[config.mk]
export PLATFORM = sky130hd
export DESIGN_NAME = tx_pulse_shaper_control
export DESIGN_NICKNAME = d
export VERILOG_FILES = /design/src/include/shaper_pkg.sv /design/src/tx_pulse_shaper_control.sv
export SDC_FILE = /design/constraint.sdc
export NUM_CORES = 1
export LEC_CHECK = 0
export BUFFER_PORTS_ARGS = -buffer_cell sky130_fd_sc_hd__clkbuf_2
export CAP_MARGIN = 20
export CORE_UTILIZATION = 45
export CTS_CLUSTER_DIAMETER = 150
export CTS_CLUSTER_SIZE = 30
export DETAILED_ROUTE_END_ITERATION = 8
export PLACE_DENSITY = 0.61
export RECOVER_POWER = 25
export SLEW_MARGIN = 20
export SYNTH_ARGS = -nofsm -noshare
export SYNTH_HDL_FRONTEND = slang
export SYNTH_SLANG_ARGS = --single-unit
[constraint.sdc]
create_clock -name core_clk -period 3.86 [get_ports core_clk]
set_input_delay 0.772 -clock core_clk [delete_from_list [all_inputs] [get_ports core_clk]]
set_output_delay 0.772 -clock core_clk [all_outputs]
set_load 0.1 [all_outputs]
[src/include/shaper_pkg.sv]
/*
  shared constants and carrier types of the transmit pulse shaper control.
  assumes one 32-bit apb slave, byte addresses, one register per aligned word.
*/
package shaper_pkg;
  // register byte offsets
  localparam logic [7:0] OFS_CTRL = 8'h00;
  localparam logic [7:0] OFS_PORT = 8'h04;
  localparam logic [7:0] OFS_LEG0 = 8'h08;
  localparam logic [7:0] OFS_LEG1 = 8'h0C;
  localparam logic [7:0] OFS_LEG2 = 8'h10;
  localparam logic [7:0] OFS_STAT = 8'h14;
  localparam logic [1:0] AMP_PAGE = 2'h1; // paddr[7:6], amplitudes at 0x40..0x7C
  // control word fields
  localparam int CB_TABLE = 0;
  localparam int CB_LBO = 1;
  localparam int CB_T1 = 3;
  localparam int CB_SRES = 4;
  localparam int CB_TXFLT = 5;
  localparam int CB_RXFLT = 6;
  localparam int CB_TERM = 7;
  localparam int CTRL_W = 8;
  // port function fields
  localparam int PF_TXA = 0;
  localparam int PF_RXA = 4;
  localparam int PF_RXB = 8;
  localparam int PORT_W = 12;
  // reset values
  localparam logic [7:0] RST_CTRL = 8'h00;
  localparam logic [11:0] RST_PORT = 12'h000;
  localparam logic [7:0] RST_LEG0 = 8'h7B;
  localparam logic [7:0] RST_LEG1 = 8'h03;
  localparam logic [7:0] RST_LEG2 = 8'h40;
  localparam logic [7:0] RST_AMP_LO = 8'h38;
  localparam logic [7:0] RST_AMP_HI = 8'h00;
  // internal shortest-range t1 shape used under attenuation in legacy mode
  localparam logic [7:0] INT_LEG0 = 8'hD7;
  localparam logic [7:0] INT_LEG1 = 8'h22;
  localparam logic [7:0] INT_LEG2 = 8'h01;
  // multifunction port codes
  localparam logic [3:0] FN_TX_FLOAT_HI = 4'h8;
  localparam logic [3:0] FN_TX_FLOAT_LO = 4'hE;
  localparam logic [3:0] FN_RX_FLOAT = 4'hD;
  localparam logic [3:0] FN_RX_TERM = 4'h8;
  localparam int NUM_SAMPLES = 16;

  // one symbol request from the transmit coder
  typedef struct packed {
    logic start;
    logic mark;
    logic neg;
  } sym_t;

  // multifunction port pin levels
  typedef struct packed {
    logic tx_a;
    logic rx_a;
    logic rx_b;
  } mfp_t;

  // legacy shape words handed to the analog driver
  typedef struct packed {
    logic [7:0] w0;
    logic [7:0] w1;
    logic [7:0] w2;
  } legacy_t;

  // line side switch controls
  typedef struct packed {
    logic float_tx;
    logic float_rx;
    logic term_sw;
  } line_ctl_t;
endpackage

[src/tx_pulse_shaper_control.sv]
/*
  transmit pulse shaper control for one line channel: apb register file,
  16-sample symbol sequencer, legacy shape mux, build-out and float logic.
  assumes apb master on core_clk, pins already synchronous to core_clk.
*/
// Our own choices: the APB register port and the register addresses.
`timescale 1ns/100ps
module tx_pulse_shaper_control #(
  parameter int NSAMP = shaper_pkg::NUM_SAMPLES
) (
  // clock and reset
  input wire logic core_clk,
  input wire logic rst_b,
  // apb slave
  input wire logic [7:0] paddr,
  input wire logic psel,
  input wire logic penable,
  input wire logic pwrite,
  input wire logic [31:0] pwdata,
  output logic [31:0] prdata,
  output logic pready,
  output logic pslverr,
  // symbol stream and pins
  input wire shaper_pkg::sym_t sym_in,
  input wire shaper_pkg::mfp_t mfp_pins,
  // analog driver controls
  output logic signed [7:0] sample,
  output logic sample_valid,
  output shaper_pkg::legacy_t legacy_shape,
  output logic table_mode,
  output logic [1:0] atten_sel,
  output logic ser_res_sel,
  output shaper_pkg::line_ctl_t line_ctl
);
  import shaper_pkg::*;

  localparam int IW = $clog2(NSAMP);

  logic [CTRL_W-1:0] ctrl_ff, nxt_ctrl;
  logic [PORT_W-1:0] port_ff, nxt_port;
  logic [7:0] leg_ff [3], nxt_leg [3];
  logic [7:0] amp_ff [NSAMP], nxt_amp [NSAMP];
  logic [31:0] prdata_ff, nxt_prdata;
  logic pready_ff, nxt_pready, pslverr_ff, nxt_pslverr;
  logic run_ff, nxt_run, mark_ff, nxt_mark, neg_ff, nxt_neg;
  logic [IW-1:0] idx_ff, nxt_idx;
  logic signed [7:0] sample_ff, nxt_sample;
  logic valid_ff, nxt_valid;
  legacy_t legacy_ff, nxt_legacy;
  logic table_ff, nxt_table, sres_ff, nxt_sres;
  logic [1:0] atten_ff, nxt_atten;
  line_ctl_t line_ff, nxt_line;
  logic acc, wr, hit_amp, hit_fixed, force_int;
  logic [IW-1:0] widx;
  logic [3:0] fn_txa, fn_rxa, fn_rxb;
  logic tx_pin_act;

  // effective build-out: zero unless t1
  function automatic logic [1:0] eff_lbo(input logic [CTRL_W-1:0] c);
    return c[CB_T1] ? c[CB_LBO +: 2] : 2'h0;
  endfunction

  // true for the six fixed register offsets
  function automatic logic fixed_hit(input logic [7:0] a);
    return a == OFS_CTRL || a == OFS_PORT || a == OFS_LEG0 ||
      a == OFS_LEG1 || a == OFS_LEG2 || a == OFS_STAT;
  endfunction

  // apb decode; answer one cycle after the access phase opens
  always_comb begin
    acc = psel && penable && !pready_ff;
    hit_amp = paddr[7:6] == AMP_PAGE && paddr[1:0] == 2'h0;
    hit_fixed = fixed_hit(paddr);
    wr = acc && pwrite && !pslverr_ff;
    widx = paddr[2 +: IW];
  end

  // register file next state, sync reset loads documented defaults
  always_comb begin
    nxt_ctrl = ctrl_ff;
    nxt_port = port_ff;
    nxt_leg = leg_ff;
    nxt_amp = amp_ff;
    if (wr && paddr == OFS_CTRL) begin
      nxt_ctrl = pwdata[CTRL_W-1:0];
    end
    if (wr && paddr == OFS_PORT) begin
      nxt_port = pwdata[PORT_W-1:0];
    end
    if (wr && paddr == OFS_LEG0) begin
      nxt_leg[0] = pwdata[7:0];
    end
    if (wr && paddr == OFS_LEG1) begin
      nxt_leg[1] = pwdata[7:0];
    end
    if (wr && paddr == OFS_LEG2) begin
      nxt_leg[2] = pwdata[7:0];
    end
    if (wr && hit_amp) begin
      nxt_amp[widx] = pwdata[7:0];
    end
    if (!rst_b) begin
      nxt_ctrl = RST_CTRL;
      nxt_port = RST_PORT;
      nxt_leg[0] = RST_LEG0;
      nxt_leg[1] = RST_LEG1;
      nxt_leg[2] = RST_LEG2;
      for (int i = 0; i < NSAMP; i++) begin
        nxt_amp[i] = (i < NSAMP / 2) ? RST_AMP_LO : RST_AMP_HI;
      end
    end
  end

  always_ff @(posedge core_clk) begin
    ctrl_ff <= nxt_ctrl;
    port_ff <= nxt_port;
    leg_ff <= nxt_leg;
    amp_ff <= nxt_amp;
  end

  // bus answer; unmapped or misaligned addresses error and write nothing
  always_comb begin
    nxt_pready = acc;
    nxt_pslverr = acc && !(hit_amp || hit_fixed);
    nxt_prdata = 32'h0000_0000;
    if (acc && !pwrite) begin
      case (paddr)
        OFS_CTRL: nxt_prdata[CTRL_W-1:0] = ctrl_ff;
        OFS_PORT: nxt_prdata[PORT_W-1:0] = port_ff;
        OFS_LEG0: nxt_prdata[7:0] = leg_ff[0];
        OFS_LEG1: nxt_prdata[7:0] = leg_ff[1];
        OFS_LEG2: nxt_prdata[7:0] = leg_ff[2];
        OFS_STAT: nxt_prdata[9:0] = {mfp_pins, line_ff, force_int, atten_ff, run_ff};
        default: nxt_prdata[7:0] = hit_amp ? amp_ff[widx] : 8'h00;
      endcase
    end
    if (!rst_b) begin
      nxt_pready = 1'b0;
      nxt_pslverr = 1'b0;
      nxt_prdata = 32'h0000_0000;
    end
  end

  // pslverr_ff doubles as the write block, so it must clear between beats
  always_ff @(posedge core_clk) begin
    pready_ff <= nxt_pready;
    pslverr_ff <= nxt_pslverr;
    prdata_ff <= nxt_prdata;
  end

  // symbol sequencer: a new start restarts at sample 0 at once
  always_comb begin
    nxt_run = run_ff;
    nxt_idx = idx_ff;
    nxt_mark = mark_ff;
    nxt_neg = neg_ff;
    if (sym_in.start) begin
      nxt_run = 1'b1;
      nxt_idx = '0;
      nxt_mark = sym_in.mark;
      nxt_neg = sym_in.neg;
    end else if (run_ff) begin
      nxt_idx = IW'(idx_ff + 1'b1);
      nxt_run = idx_ff != IW'(NSAMP - 1);
    end
    if (!rst_b) begin
      nxt_run = 1'b0;
      nxt_idx = '0;
      nxt_mark = 1'b0;
      nxt_neg = 1'b0;
    end
  end

  always_ff @(posedge core_clk) begin
    run_ff <= nxt_run;
    idx_ff <= nxt_idx;
    mark_ff <= nxt_mark;
    neg_ff <= nxt_neg;
  end

  // pin functions
  always_comb begin
    fn_txa = port_ff[PF_TXA +: 4];
    fn_rxa = port_ff[PF_RXA +: 4];
    fn_rxb = port_ff[PF_RXB +: 4];
    tx_pin_act = (fn_txa == FN_TX_FLOAT_HI && mfp_pins.tx_a) ||
      (fn_txa == FN_TX_FLOAT_LO && !mfp_pins.tx_a);
    force_int = !ctrl_ff[CB_TABLE] && eff_lbo(ctrl_ff) != 2'h0;
  end

  // driver outputs; no short detection exists on the main outputs
  always_comb begin
    nxt_table = ctrl_ff[CB_TABLE];
    nxt_atten = eff_lbo(ctrl_ff);
    nxt_sres = ctrl_ff[CB_SRES];
    nxt_valid = run_ff;
    nxt_sample = 8'sh00;
    if (run_ff && mark_ff && ctrl_ff[CB_TABLE]) begin
      // signed amplitude, mirrored for the negative mark
      nxt_sample = neg_ff ? -$signed(amp_ff[idx_ff]) : $signed(amp_ff[idx_ff]);
    end
    nxt_legacy = {leg_ff[0], leg_ff[1], leg_ff[2]};
    if (force_int) begin
      nxt_legacy = {INT_LEG0, INT_LEG1, INT_LEG2};
    end
    nxt_line.float_tx = ctrl_ff[CB_TXFLT] || tx_pin_act;
    nxt_line.float_rx = ctrl_ff[CB_RXFLT];
    if (fn_rxa == FN_RX_FLOAT) begin
      nxt_line.float_rx = ctrl_ff[CB_RXFLT] ^ mfp_pins.rx_a;
    end else if (fn_rxb == FN_RX_FLOAT) begin
      nxt_line.float_rx = ctrl_ff[CB_RXFLT] ^ mfp_pins.rx_b;
    end
    nxt_line.term_sw = ctrl_ff[CB_TERM];
    if (fn_rxa == FN_RX_TERM) begin
      nxt_line.term_sw = !(ctrl_ff[CB_TERM] ^ mfp_pins.rx_a);
    end else if (fn_rxb == FN_RX_TERM) begin
      nxt_line.term_sw = !(ctrl_ff[CB_TERM] ^ mfp_pins.rx_b);
    end
    if (!rst_b) begin
      nxt_table = 1'b0;
      nxt_atten = 2'h0;
      nxt_sres = 1'b0;
      nxt_valid = 1'b0;
      nxt_sample = 8'sh00;
      nxt_legacy = {RST_LEG0, RST_LEG1, RST_LEG2};
      nxt_line = '0;
    end
  end

  always_ff @(posedge core_clk) begin
    table_ff <= nxt_table;
    atten_ff <= nxt_atten;
    sres_ff <= nxt_sres;
    valid_ff <= nxt_valid;
    sample_ff <= nxt_sample;
    legacy_ff <= nxt_legacy;
    line_ff <= nxt_line;
  end

  assign prdata = prdata_ff;
  assign pready = pready_ff;
  assign pslverr = pslverr_ff;
  assign sample = sample_ff;
  assign sample_valid = valid_ff;
  assign legacy_shape = legacy_ff;
  assign table_mode = table_ff;
  assign atten_sel = atten_ff;
  assign ser_res_sel = sres_ff;
  assign line_ctl = line_ff;
endmodule

[Yosys cells after proc, flatten, opt, wreduce, memory -nomap -nowiden]
Index checks and enable logic that the tools add are counted.
Word-level totals
  register bits after elaboration: 253
  latch bits: 0
  bits in writable memories: 0
  ROM bits: 0
  input bits: 51
  output and inout port bits: 74
  word-level logic and storage cells: 133
  memories: 0
Operators by class
  $add $sub $neg: 2
  multiply operators: 0
  divide/modulo/power cells: 0
  $lt $le $gt $ge: 3
  eq/ne operators: 13
  shift-type cells: 0
  multiplexer cells: 21
  bitwise operators: 7
  reductions and logical operators: 43
Operator list (count)
  $bwmux 128: 1
  $bmux 8 s4: 2
  $mux 8: 7
  $pmux 8 s6: 1
  $demux 8 s4: 1
  $eq 4x4->1 const B: 6
  $mux 24: 1
  $logic_and 1x1->1: 19
  $eq 8x4->1 const B: 2
  $eq 8x5->1 const B: 2
  $ge 5x5->1 const B: 2
  $not 4->5: 2
  $eq 8x3->1 const B: 1
  $logic_not 1->1: 8
  $logic_not 8->1: 1
  $logic_or 1x1->1: 8
  $neg 8->8: 1
  $mux 1: 6
  $lt 5x1->1 const B: 1
  $add 4x1->4 const B: 1
  $ne 4x4->1 const B: 1
  $pmux 2 s2: 1
  $reduce_and 2->1: 2
  $reduce_or 2->1: 2
  7 further kinds: 10

[Depth between registers and ports, before layout]
Gate-level depths: netlist of the first run.
  word-level depth: 9
  depth in mapped cells: 11
  depth with buffers taken out: 8

[Worst setup path before layout of the first run]
No wires, ideal clock.
  path type: input port to flip-flop
  start point: input paddr[7]
  end point: register amp_ff[91] (netlist name)
  library setup time: 0.129 ns
  arrival time: 2.477 ns
  data required time: 3.731 ns
  setup slack: 1.254 ns
  cell stages on the path: 7
  path buffers: 1
  cells stage by stage: nor4b_4 nand4b_4 or3_4 nor2b_2 buf_6 mux2i_1 nand2_1
Between the ends
  cells in the longest elaborated chain, start to end: 3
RTL lines
  start, declared: RTL line tx_pulse_shaper_control.sv:15  | input wire logic [7:0] paddr,
  $eq 2x1->1: RTL line tx_pulse_shaper_control.sv:72  | hit_amp = paddr[7:6] == AMP_PAGE && paddr[1:0] == 2'h0;
  $logic_and 1x1->1: RTL line tx_pulse_shaper_control.sv:72
  $logic_and 1x1->1: RTL line tx_pulse_shaper_control.sv:99  | if (wr && hit_amp) begin
  end signal, assigned: RTL line tx_pulse_shaper_control.sv:118  | amp_ff <= nxt_amp;
  end, declared: RTL line tx_pulse_shaper_control.sv:42  | logic [7:0] amp_ff [NSAMP], nxt_amp [NSAMP];
No other way between the ends.
A chain may end at the register's enable or synchronous reset.

[Final worst setup path of the first run]
  start point: input rst_b
  end point: register amp_ff[103] (netlist name)
RTL lines
  start, declared: RTL line tx_pulse_shaper_control.sv:13  | input wire logic rst_b,
No word-level cell between the ends.

==> load_flow_metrics.sql, run 1 <==
INSERT INTO impl_metrics (metric_group, metric, value, unit) VALUES
('clocking', 'worstSkewPairLatency', '480', 'ps'),
('sta', 'maxSlewViolCount', '40', ''),
('logic_synthesis', 'syn-cell-area', '11100', 'µm²'),
('clocking', 'post_cts.repair.setup_buffers', '0', ''),
('floorplanning', 'floorplan.initialDensity', '0.458', ''),
('placed_design', 'detailedPlace.worstSlack', '722', 'ps'),
('logic_synthesis', 'synthMostInstantiatedCell', 'sky130_fd_sc_hd__dfxtp_1', ''),
('sta', 'hold_viol', '0', ''),
('sta', 'holdWs', '476', 'ps'),
('logic_synthesis', 'postSynth.asyncResetShare', '0', ''),
('route', 'drtPass1Iterations', '4', ''),
('worst_setup_path', 'cp_data_arrival_time', '3440', 'ps'),
('layout', 'antenna_diode_count', '0', ''),
('power_and_ir_drop', 'power_per_cell_area', '339', 'nW/µm²'),
('sta', 'tightest_slew', '1610', 'ps'),
('clocking', 'cts_buffers', '11', ''),
('power_and_ir_drop', 'ir_worst_vdd', '0.308', 'mV'),
('power_and_ir_drop', 'switching_share', '0.252', ''),
('logic_synthesis', 'synth_seq_cells', '233', ''),
('power_and_ir_drop', 'clock_power_share', '0.321', ''),
('grt', 'grt_pass1_wl', '46600', 'µm'),
('route', 'final_antenna_net_count', '0', ''),
('power_and_ir_drop', 'cellInternalPower', '3.02', 'mW'),
('sta', 'post-route-period-util', '0.789', ''),
('logic_synthesis', 'synth_cell_types', '53', ''),
('worst_setup_path', 'critical_path_data_required_time', '4260', 'ps'),
('flow_run', 'timing.max_cap.violations', '1', ''),
('logic_synthesis', 'yosysTopAreaCell', 'sky130_fd_sc_hd__dfxtp_1', ''),
('logic_synthesis', 'synth_sequential_area_ratio', '0.420', ''),
('status', 'failed_checks', 'capacitance limit, slew limit', ''),
('route', 'vias', '8203', ''),
('floorplanning', 'fp.coreArea', '24200', 'µm²'),
('logic_synthesis', 'synth-edff-count', '0', ''),
('status', 'run_status', 'finished, violations left', ''),
('layout', 'post_route_cells_drive_above_1_share', '0.164', ''),
('placed_design', 'port_buffers', '84', ''),
('clocking', 'tritoncts', 'done', ''),
('power_and_ir_drop', 'p_leak', '4.06', 'nW'),
('power_and_ir_drop', 'power.share.combinational', '0.080', ''),
('route', 'drt-initial-drc-count', '569', ''),
('layout', 'nFillCells', '2314', ''),
('logic_synthesis', 'ys.warnings.count', '0', ''),
('clocking', 'number_of_gates_resized_after_cts', '0', ''),
('layout', 'nets', '1175', ''),
('worst_setup_path', 'critical_path.startpoint_type', 'input port', ''),
('clocking', 'clk_pin_slew', '110', 'ps'),
('grt', 'grt.total_usage', '0.231', ''),
('route', 'wirelength', '29100', 'µm'),
('sta', 'timing.max_slew.rel_slack', '-0.0742', ''),
('worst_setup_path', 'worst-path-max-fanout', '125', ''),
('power_and_ir_drop', 'pwr-share-seq', '0.599', ''),
('sta', 'final-setup-viol-count', '0', ''),
('sta', 'timing.final.ws_setup', '816', 'ps'),
('floorplanning', 'die-area', '25300', 'µm²'),
('floorplanning', 'i_o_pins', '125', ''),
('sta', 'final.min_clock_period', '3040', 'ps'),
('logic_synthesis', 'yosys.area.top_type_share', '0.420', ''),
('logic_synthesis', 'synth.top_cells.by_count', 'sky130_fd_sc_hd__dfxtp_1 (233), sky130_fd_sc_hd__nand2_1 (146), sky130_fd_sc_hd__nand3_1 (129), sky130_fd_sc_hd__mux2i_1 (80), sky130_fd_sc_hd__a21boi_0 (74)', ''),
('grt', 'initial_antenna_violation_count', '1', ''),
('placed_design', 'globalplace.congestion', '0.831', ''),
('clocking', 'cts.htree.levels', '1', ''),
('hold_path', 'hold_path_class', 'register to register', ''),
('route', 'post_detailed_route_via_to_cell_ratio', '5.68', ''),
('sta', 'rsz0062_at_grt', 'false', ''),
('clocking', 'clock_tree.buffer_depth', '3', ''),
('clocking', 'cts-root-buf', 'sky130_fd_sc_hd__clkbuf_16', ''),
('clocking', 'cts.sink_count', '233', ''),
('floorplanning', 'die_ht', '159', 'µm'),
('layout', 'areaGrowthSynthToFinish', '7.27', '%'),
('power_and_ir_drop', 'net-switching-power', '1.02', 'mW'),
('logic_synthesis', 'synth_flop_cell', 'sky130_fd_sc_hd__dfxtp_1', '');
[critical path: stages]
cell and delay (ps):
sky130_fd_sc_hd__clkbuf_1 1140, sky130_fd_sc_hd__clkbuf_4 1140, sky130_fd_sc_hd__a21boi_0 280
[placed cells by master (no fill, tap or decap), types with 2 or more instances in the layout]
cell type,instances
sky130_fd_sc_hd__and3_1,15
sky130_fd_sc_hd__and2_0,3
sky130_fd_sc_hd__nor2_2,4
sky130_fd_sc_hd__xnor2_1,3
sky130_fd_sc_hd__dfxtp_1,232
sky130_fd_sc_hd__mux4_2,72
sky130_fd_sc_hd__conb_1,20
sky130_fd_sc_hd__a41oi_1,8
sky130_fd_sc_hd__nor3_4,3
sky130_fd_sc_hd__nor2_1,26
sky130_fd_sc_hd__a21oi_1,6
sky130_fd_sc_hd__o21a_1,5
sky130_fd_sc_hd__and3b_1,2
sky130_fd_sc_hd__inv_1,3
sky130_fd_sc_hd__nor3_2,2
sky130_fd_sc_hd__mux2i_1,80
sky130_fd_sc_hd__nor2b_1,71
sky130_fd_sc_hd__xor2_1,8
sky130_fd_sc_hd__clkbuf_2,53
sky130_fd_sc_hd__a211oi_1,2
sky130_fd_sc_hd__clkbuf_16,11
sky130_fd_sc_hd__clkbuf_1,31
sky130_fd_sc_hd__buf_12,2
sky130_fd_sc_hd__buf_4,23
sky130_fd_sc_hd__o22a_1,4
sky130_fd_sc_hd__ha_1,2
sky130_fd_sc_hd__a22oi_1,26
sky130_fd_sc_hd__nand2b_1,12
sky130_fd_sc_hd__and2_1,5
sky130_fd_sc_hd__a21boi_0,74
sky130_fd_sc_hd__nor2b_2,3
sky130_fd_sc_hd__nand3_1,129
sky130_fd_sc_hd__o22ai_1,10
sky130_fd_sc_hd__o21ai_0,2
sky130_fd_sc_hd__nand2_1,146
sky130_fd_sc_hd__or2_2,2
[area by class of cell]
cell class,instances,area (µm²),area share
timing repair buffer,110,602,0.0506
multi-input combinational,763,5940,0.499
clock inverter,1,8.76,0.000736
clock buffer,11,275,0.0231
tap,324,405,0.0341
sequential,233,4670,0.392
inverter,3,11.3,0.000946
[path summary, 6_finish.rpt]
kind                           start                          end  slack [ps]  cells after the start
max                            rst_b     amp_ff[103]$_SDFFE_PN0P_         820                      3
min reg2reg  leg_ff[19]$_SDFFE_PN1P_  legacy_shape[19]$_SDFF_PN1_         480                      2
max reg2reg   idx_ff[2]$_SDFFE_PP0P_         sample[6]$_SDFF_PN0_         920                      7
min          leg_ff[19]$_SDFFE_PN1P_  legacy_shape[19]$_SDFF_PN1_         480                      2
[through the flow]
stage                     total power [mW]  instances  utilization  area, µm²
after global placement                2.80       1433        0.481      11700
after CTS                             4.07       1445        0.493      12000
after floorplan                       2.74       1111            -      11200
after detailed placement              2.80       1433        0.481      11700
after global routing                  4.16       1445        0.491      11900
final                                 4.03       1445        0.491      11900
[cell families (layout without fill, tap and decap cells)]
group,after synthesis,after routing,share of synthesized area
compound gates,143,143,0.0964
xor+xnor,11,11,0.00868
fa+ha+maj,2,2,0.00225
buf+inv,115,125,0.0516
flops,233,233,0.420
mux,152,152,0.218
other cells,1,20,0.000338
simple gates,435,435,0.202
[registers in the layout (all words and copies together) (netlist names)]
register	flops
amp_ff	128
neg_ff	1
line_ctl	3
pslverr	1
pready	1
idx_ff	4
sample_valid	1
ser_res_sel	1
legacy_shape	24
run_ff	1
table_mode	1
ctrl_ff	8
leg_ff	24
port_ff	12
mark_ff	1
atten_sel	2
sample	8
prdata	12
[power groups by stage]
stage | Combinational [mW] | Clock, mW | Sequential, mW
6_report | 0.324 | 1.29 | 2.42
5_1_grt | 0.342 | 1.40 | 2.42
4_1_cts | 0.326 | 1.33 | 2.42
3_5_place_dp | 0.325 | 0 | 2.47
3_3_place_gp | 0.324 | 0 | 2.47
2_1_floorplan | 0.262 | 0 | 2.48
[metal layers]
| layer | vias up | GRT usage | routed length [µm] |
|---|---|---|---|
| li1 | 3917 | - | - |
| met1 | 4011 | 0.325 | 13100 |
| met2 | 226 | 0.375 | 13800 |
| met3 | 47 | 0.0247 | 1380 |
| met4 | 2 | 0.0721 | 811 |
| met5 | - | 0 | 18 |
(Power assumes the default switching activity.)
==> inputs of run 2 (changes only) <==
- ABC_AREA: not set -> 1
- PLACE_DENSITY: 0.61 -> 0.64
- clock period: 3.86 -> 2.7 ns (I/O delays scaled with it)
==> run 2 against run 1 <==
Against the previous run: the flow now finishes without violations; sequential cell count stayed put; sequential power is 43% higher; global-route usage is 3.6 points higher; cell area is 1.7% lower; routed wire length is 14% higher; synthesized cell count is 37% higher; via count is 24% higher; highest routed layer is now met4.
==> load_flow_metrics.sql, run 2 <==
INSERT INTO impl_metrics (metric_group, metric, value, unit) VALUES
('floorplanning', 'i_o_pins', '125', ''),
('logic_synthesis', 'synth_cell_types', '38', ''),
('layout', 'nFillCells', '2411', ''),
('logic_synthesis', 'syn_area_per_cell', '7.25', 'µm²'),
('layout', 'antenna_diode_count', '0', ''),
('logic_synthesis', 'synth_sequential_area_ratio', '0.430', ''),
('power_and_ir_drop', 'ir_worst_vdd', '0.586', 'mV'),
('clocking', 'number_of_gates_resized_after_cts', '0', ''),
('power_and_ir_drop', 'power.total', '5.95', 'mW'),
('worst_setup_path', 'timing.critical_path.from', 'rst_b', ''),
('clocking', 'cts_buffers', '11', ''),
('sta', 'final-setup-viol-count', '0', ''),
('grt', 'grt_start_max_net_pins', '77', ''),
('sta', 'max_freq', '428', 'MHz'),
('clocking', 'cts.htree.levels', '1', ''),
('worst_setup_path', 'timing.reg2reg.setup_slack', '480', 'ps'),
('layout', 'largest_register_ffs', '128', ''),
('worst_setup_path', 'critical_path_data_required_time', '3110', 'ps'),
('worst_setup_path', 'critical_path.startpoint_type', 'input port', ''),
('placed_design', 'port_buffers', '84', ''),
('layout', 'post_route_cells_drive_above_1_share', '0.108', ''),
('worst_setup_path', 'rr_endpoint', 'sample[7]$_SDFF_PN0_', ''),
('floorplanning', 'rows', '56', ''),
('grt', 'initial_antenna_violation_count', '0', ''),
('layout', 'layoutNonFillerInstCount', '1852', ''),
('logic_synthesis', 'synth_seq_cells', '233', ''),
('route', 'detail_route.wl_per_cell', '17.8', 'µm'),
('clocking', 'cts.sink_count', '233', ''),
('sta', 'rsz0062_at_grt', 'false', ''),
('sta', 'final.min_clock_period', '2340', 'ps'),
('clocking', 'clock_tree.buffer_depth', '3', ''),
('sta', 'holdWs', '285', 'ps'),
('sta', 'tightest_slew', '1320', 'ps'),
('sta', 'clock-skew-final', '20.1', 'ps'),
('route', 'vias', '10200', ''),
('power_and_ir_drop', 'power_per_cell_area', '509', 'nW/µm²'),
('route', 'drc', '0', ''),
('worst_setup_path', 'crit_path_end', 'legacy_shape[4]$_SDFF_PP0_', ''),
('layout', 'nets', '1587', ''),
('floorplanning', 'die-area', '24800', 'µm²'),
('sta', 'maxSlewViolCount', '0', ''),
('layout', 'mostFrequentLayoutCells', 'sky130_fd_sc_hd__dfxtp_1 (232), sky130_fd_sc_hd__nand2_1 (228), sky130_fd_sc_hd__inv_1 (212)', ''),
('layout', 'layout_commonest_cell', 'sky130_fd_sc_hd__dfxtp_1', ''),
('floorplanning', 'fp.coreArea', '23500', 'µm²'),
('logic_synthesis', 'synth.top_cells.by_area', 'sky130_fd_sc_hd__dfxtp_1 (43%), sky130_fd_sc_hd__o21ai_0 (8.3%), sky130_fd_sc_hd__nand2_1 (7.8%)', ''),
('sta', 'hold_viol', '0', ''),
('logic_synthesis', 'syn-cell-area', '10900', 'µm²'),
('layout', 'register_bank_with_the_most_flops', 'amp_ff', ''),
('logic_synthesis', 'synthMostInstantiatedCell', 'sky130_fd_sc_hd__dfxtp_1', ''),
('placed_design', 'globalplace.congestion', '0.905', ''),
('layout', 'areaGrowthSynthToFinish', '7.73', '%'),
('worst_setup_path', 'worst-path-max-fanout', '26', ''),
('grt', 'grt_pass1_wl', '51000', 'µm'),
('logic_synthesis', 'postSynth.asyncResetShare', '0', ''),
('logic_synthesis', 'ys.warnings.count', '0', ''),
('grt', 'grt.total_usage', '0.267', ''),
('floorplanning', 'die_ht', '157', 'µm'),
('hold_path', 'hold_path_class', 'input port to register', ''),
('placed_design', 'detail_placement_hpwl', '22500', 'µm'),
('route', 'final_antenna_net_count', '0', ''),
('logic_synthesis', 'synth_flop_cell', 'sky130_fd_sc_hd__dfxtp_1', ''),
('power_and_ir_drop', 'p_leak', '4.88', 'nW'),
('flow_run', 'timing.max_cap.violations', '0', ''),
('logic_synthesis', 'yosys.area.top_type_share', '0.430', ''),
('worst_setup_path', 'cp_data_arrival_time', '2750', 'ps'),
('route', 'wirelength', '33100', 'µm'),
('floorplanning', 'floorplan.initialDensity', '0.461', ''),
('route', 'drtPass1Iterations', '6', ''),
('clocking', 'clk_pin_slew', '110', 'ps'),
('logic_synthesis', 'synth_cells', '1497', ''),
('status', 'run_status', 'completed', ''),
('clocking', 'post_cts.repair.setup_buffers', '0', ''),
('grt', 'first_global_vias', '9013', ''),
('clocking', 'postCtsHoldBufs', '0', ''),
('sta', 'fin_setup_tns', '0', 'ps'),
('clocking', 'worstSkewPairLatency', '490', 'ps'),
('worst_setup_path', 'ff2ff_path_depth', '15', ''),
('logic_synthesis', 'synth-edff-count', '0', ''),
('grt', 'grt_overflow_total', '0', ''),
('worst_setup_path', 'timing_worst_setup_path_type', 'input port to register', ''),
('worst_setup_path', 'reg2reg_from', 'idx_ff[0]$_SDFFE_PP0P_', ''),
('sta', 'post-route-period-util', '0.866', ''),
('logic_synthesis', 'synth.top_cells.by_count', 'sky130_fd_sc_hd__dfxtp_1 (233), sky130_fd_sc_hd__nand2_1 (226), sky130_fd_sc_hd__inv_1 (212), sky130_fd_sc_hd__o21ai_0 (180), sky130_fd_sc_hd__a21oi_1 (158)', ''),
('floorplanning', 'die_width', '157', 'µm'),
('route', 'drt-initial-drc-count', '1211', ''),
('clocking', 'cts-root-buf', 'sky130_fd_sc_hd__clkbuf_16', ''),
('worst_setup_path', 'endpoint_kind', 'register', ''),
('clocking', 'tritoncts', 'done', ''),
('route', 'post_detailed_route_via_to_cell_ratio', '5.51', ''),
('placed_design', 'place_inst', '1840', ''),
('sta', 'timing.max_slew.rel_slack', '0.118', ''),
('logic_synthesis', 'yosysTopAreaCell', 'sky130_fd_sc_hd__dfxtp_1', '');
==> run 2: cell types whose count changed after synthesis, sizes merged, moves of 43 or more <==
cell and delta:
nor2b -74, o211ai +43, nand3 -46, o21ai +190, a21oi +152, a21boi -74
inv +217, mux4 -72, mux2i -79, nand2 +94, o22ai +70
==> run 2: final cells by class <==
type	count	area (µm²)	share of cell area
repair buffers	115	721	0.0616
flip-flops and latches	233	4670	0.399
inverters	224	857	0.0733
multi-input cells	949	4770	0.408
clock buffers	11	275	0.0235
clock inverters	1	8.76	0.000749
well taps	319	399	0.0341
==> run 2: metal layers <==
layer  GRT usage  up-vias  part of all wire
li1            -     5021                 -
met1       0.375     4705              0.45
met2       0.426      412              0.45
met3      0.0314       59             0.076
met4      0.0841        0             0.030
met5           0        -                 0
==> run 2: worst min-delay path by stage <==
| stage | from | endpoint | slack (ps) | cells after the start |
|---|---|---|---|---|
| global route | pwdata[10] | port_ff[10]$_SDFFE_PN0P_ | 280 | 3 |
| global placement | leg_ff[2]$_SDFFE_PN0P_ | legacy_shape[2]$_SDFF_PP0_ | 450 | 2 |
| finish | sym_in[1] | mark_ff$_SDFFE_PN0P_ | 280 | 3 |
| CTS | sym_in[1] | mark_ff$_SDFFE_PN0P_ | 280 | 3 |
| floorplan | leg_ff[9]$_SDFFE_PN1P_ | legacy_shape[9]$_SDFF_PP1_ | 410 | 2 |
| detailed placement | leg_ff[9]$_SDFFE_PN1P_ | legacy_shape[9]$_SDFF_PP1_ | 450 | 2 |
==> run 2: per-stage QoR <==
| stage | util | worst slack (ps) | cell area (µm²) |
|---|---|---|---|
| 6_report | 0.497 | 363 | 11700 |
| 5_1_grt | 0.497 | 136 | 11700 |
| 4_1_cts | 0.498 | 495 | 11700 |
| 3_5_place_dp | 0.486 | 397 | 11400 |
| 3_3_place_gp | 0.486 | 433 | 11400 |
| 2_1_floorplan | - | 698 | 10900 |
==> run 2: critical path, stage by stage <==
cell and delay, ps:
sky130_fd_sc_hd__clkbuf_1 930, sky130_fd_sc_hd__clkinv_1 250, sky130_fd_sc_hd__buf_4 300, sky130_fd_sc_hd__nor2_1 300
sky130_fd_sc_hd__inv_1 250, sky130_fd_sc_hd__nor2_1 150
==> run 2: kinds of logic (layout without fill, tap and decap cells) <==
group | count (synthesis) | in the layout | share of synthesized area
mux | 1 | 1 | 0.000922
flops | 233 | 233 | 0.430
buf+inv | 334 | 351 | 0.136
simple gates | 433 | 433 | 0.178
fa+ha+maj | 2 | 2 | 0.00230
other cells | 1 | 20 | 0.000345
compound gates | 493 | 493 | 0.253
==> run 2: power by group <==
part           switching (mW)  internal, mW
sequential            0.00756          3.44
combinational           0.500         0.134
clock                    1.11         0.752
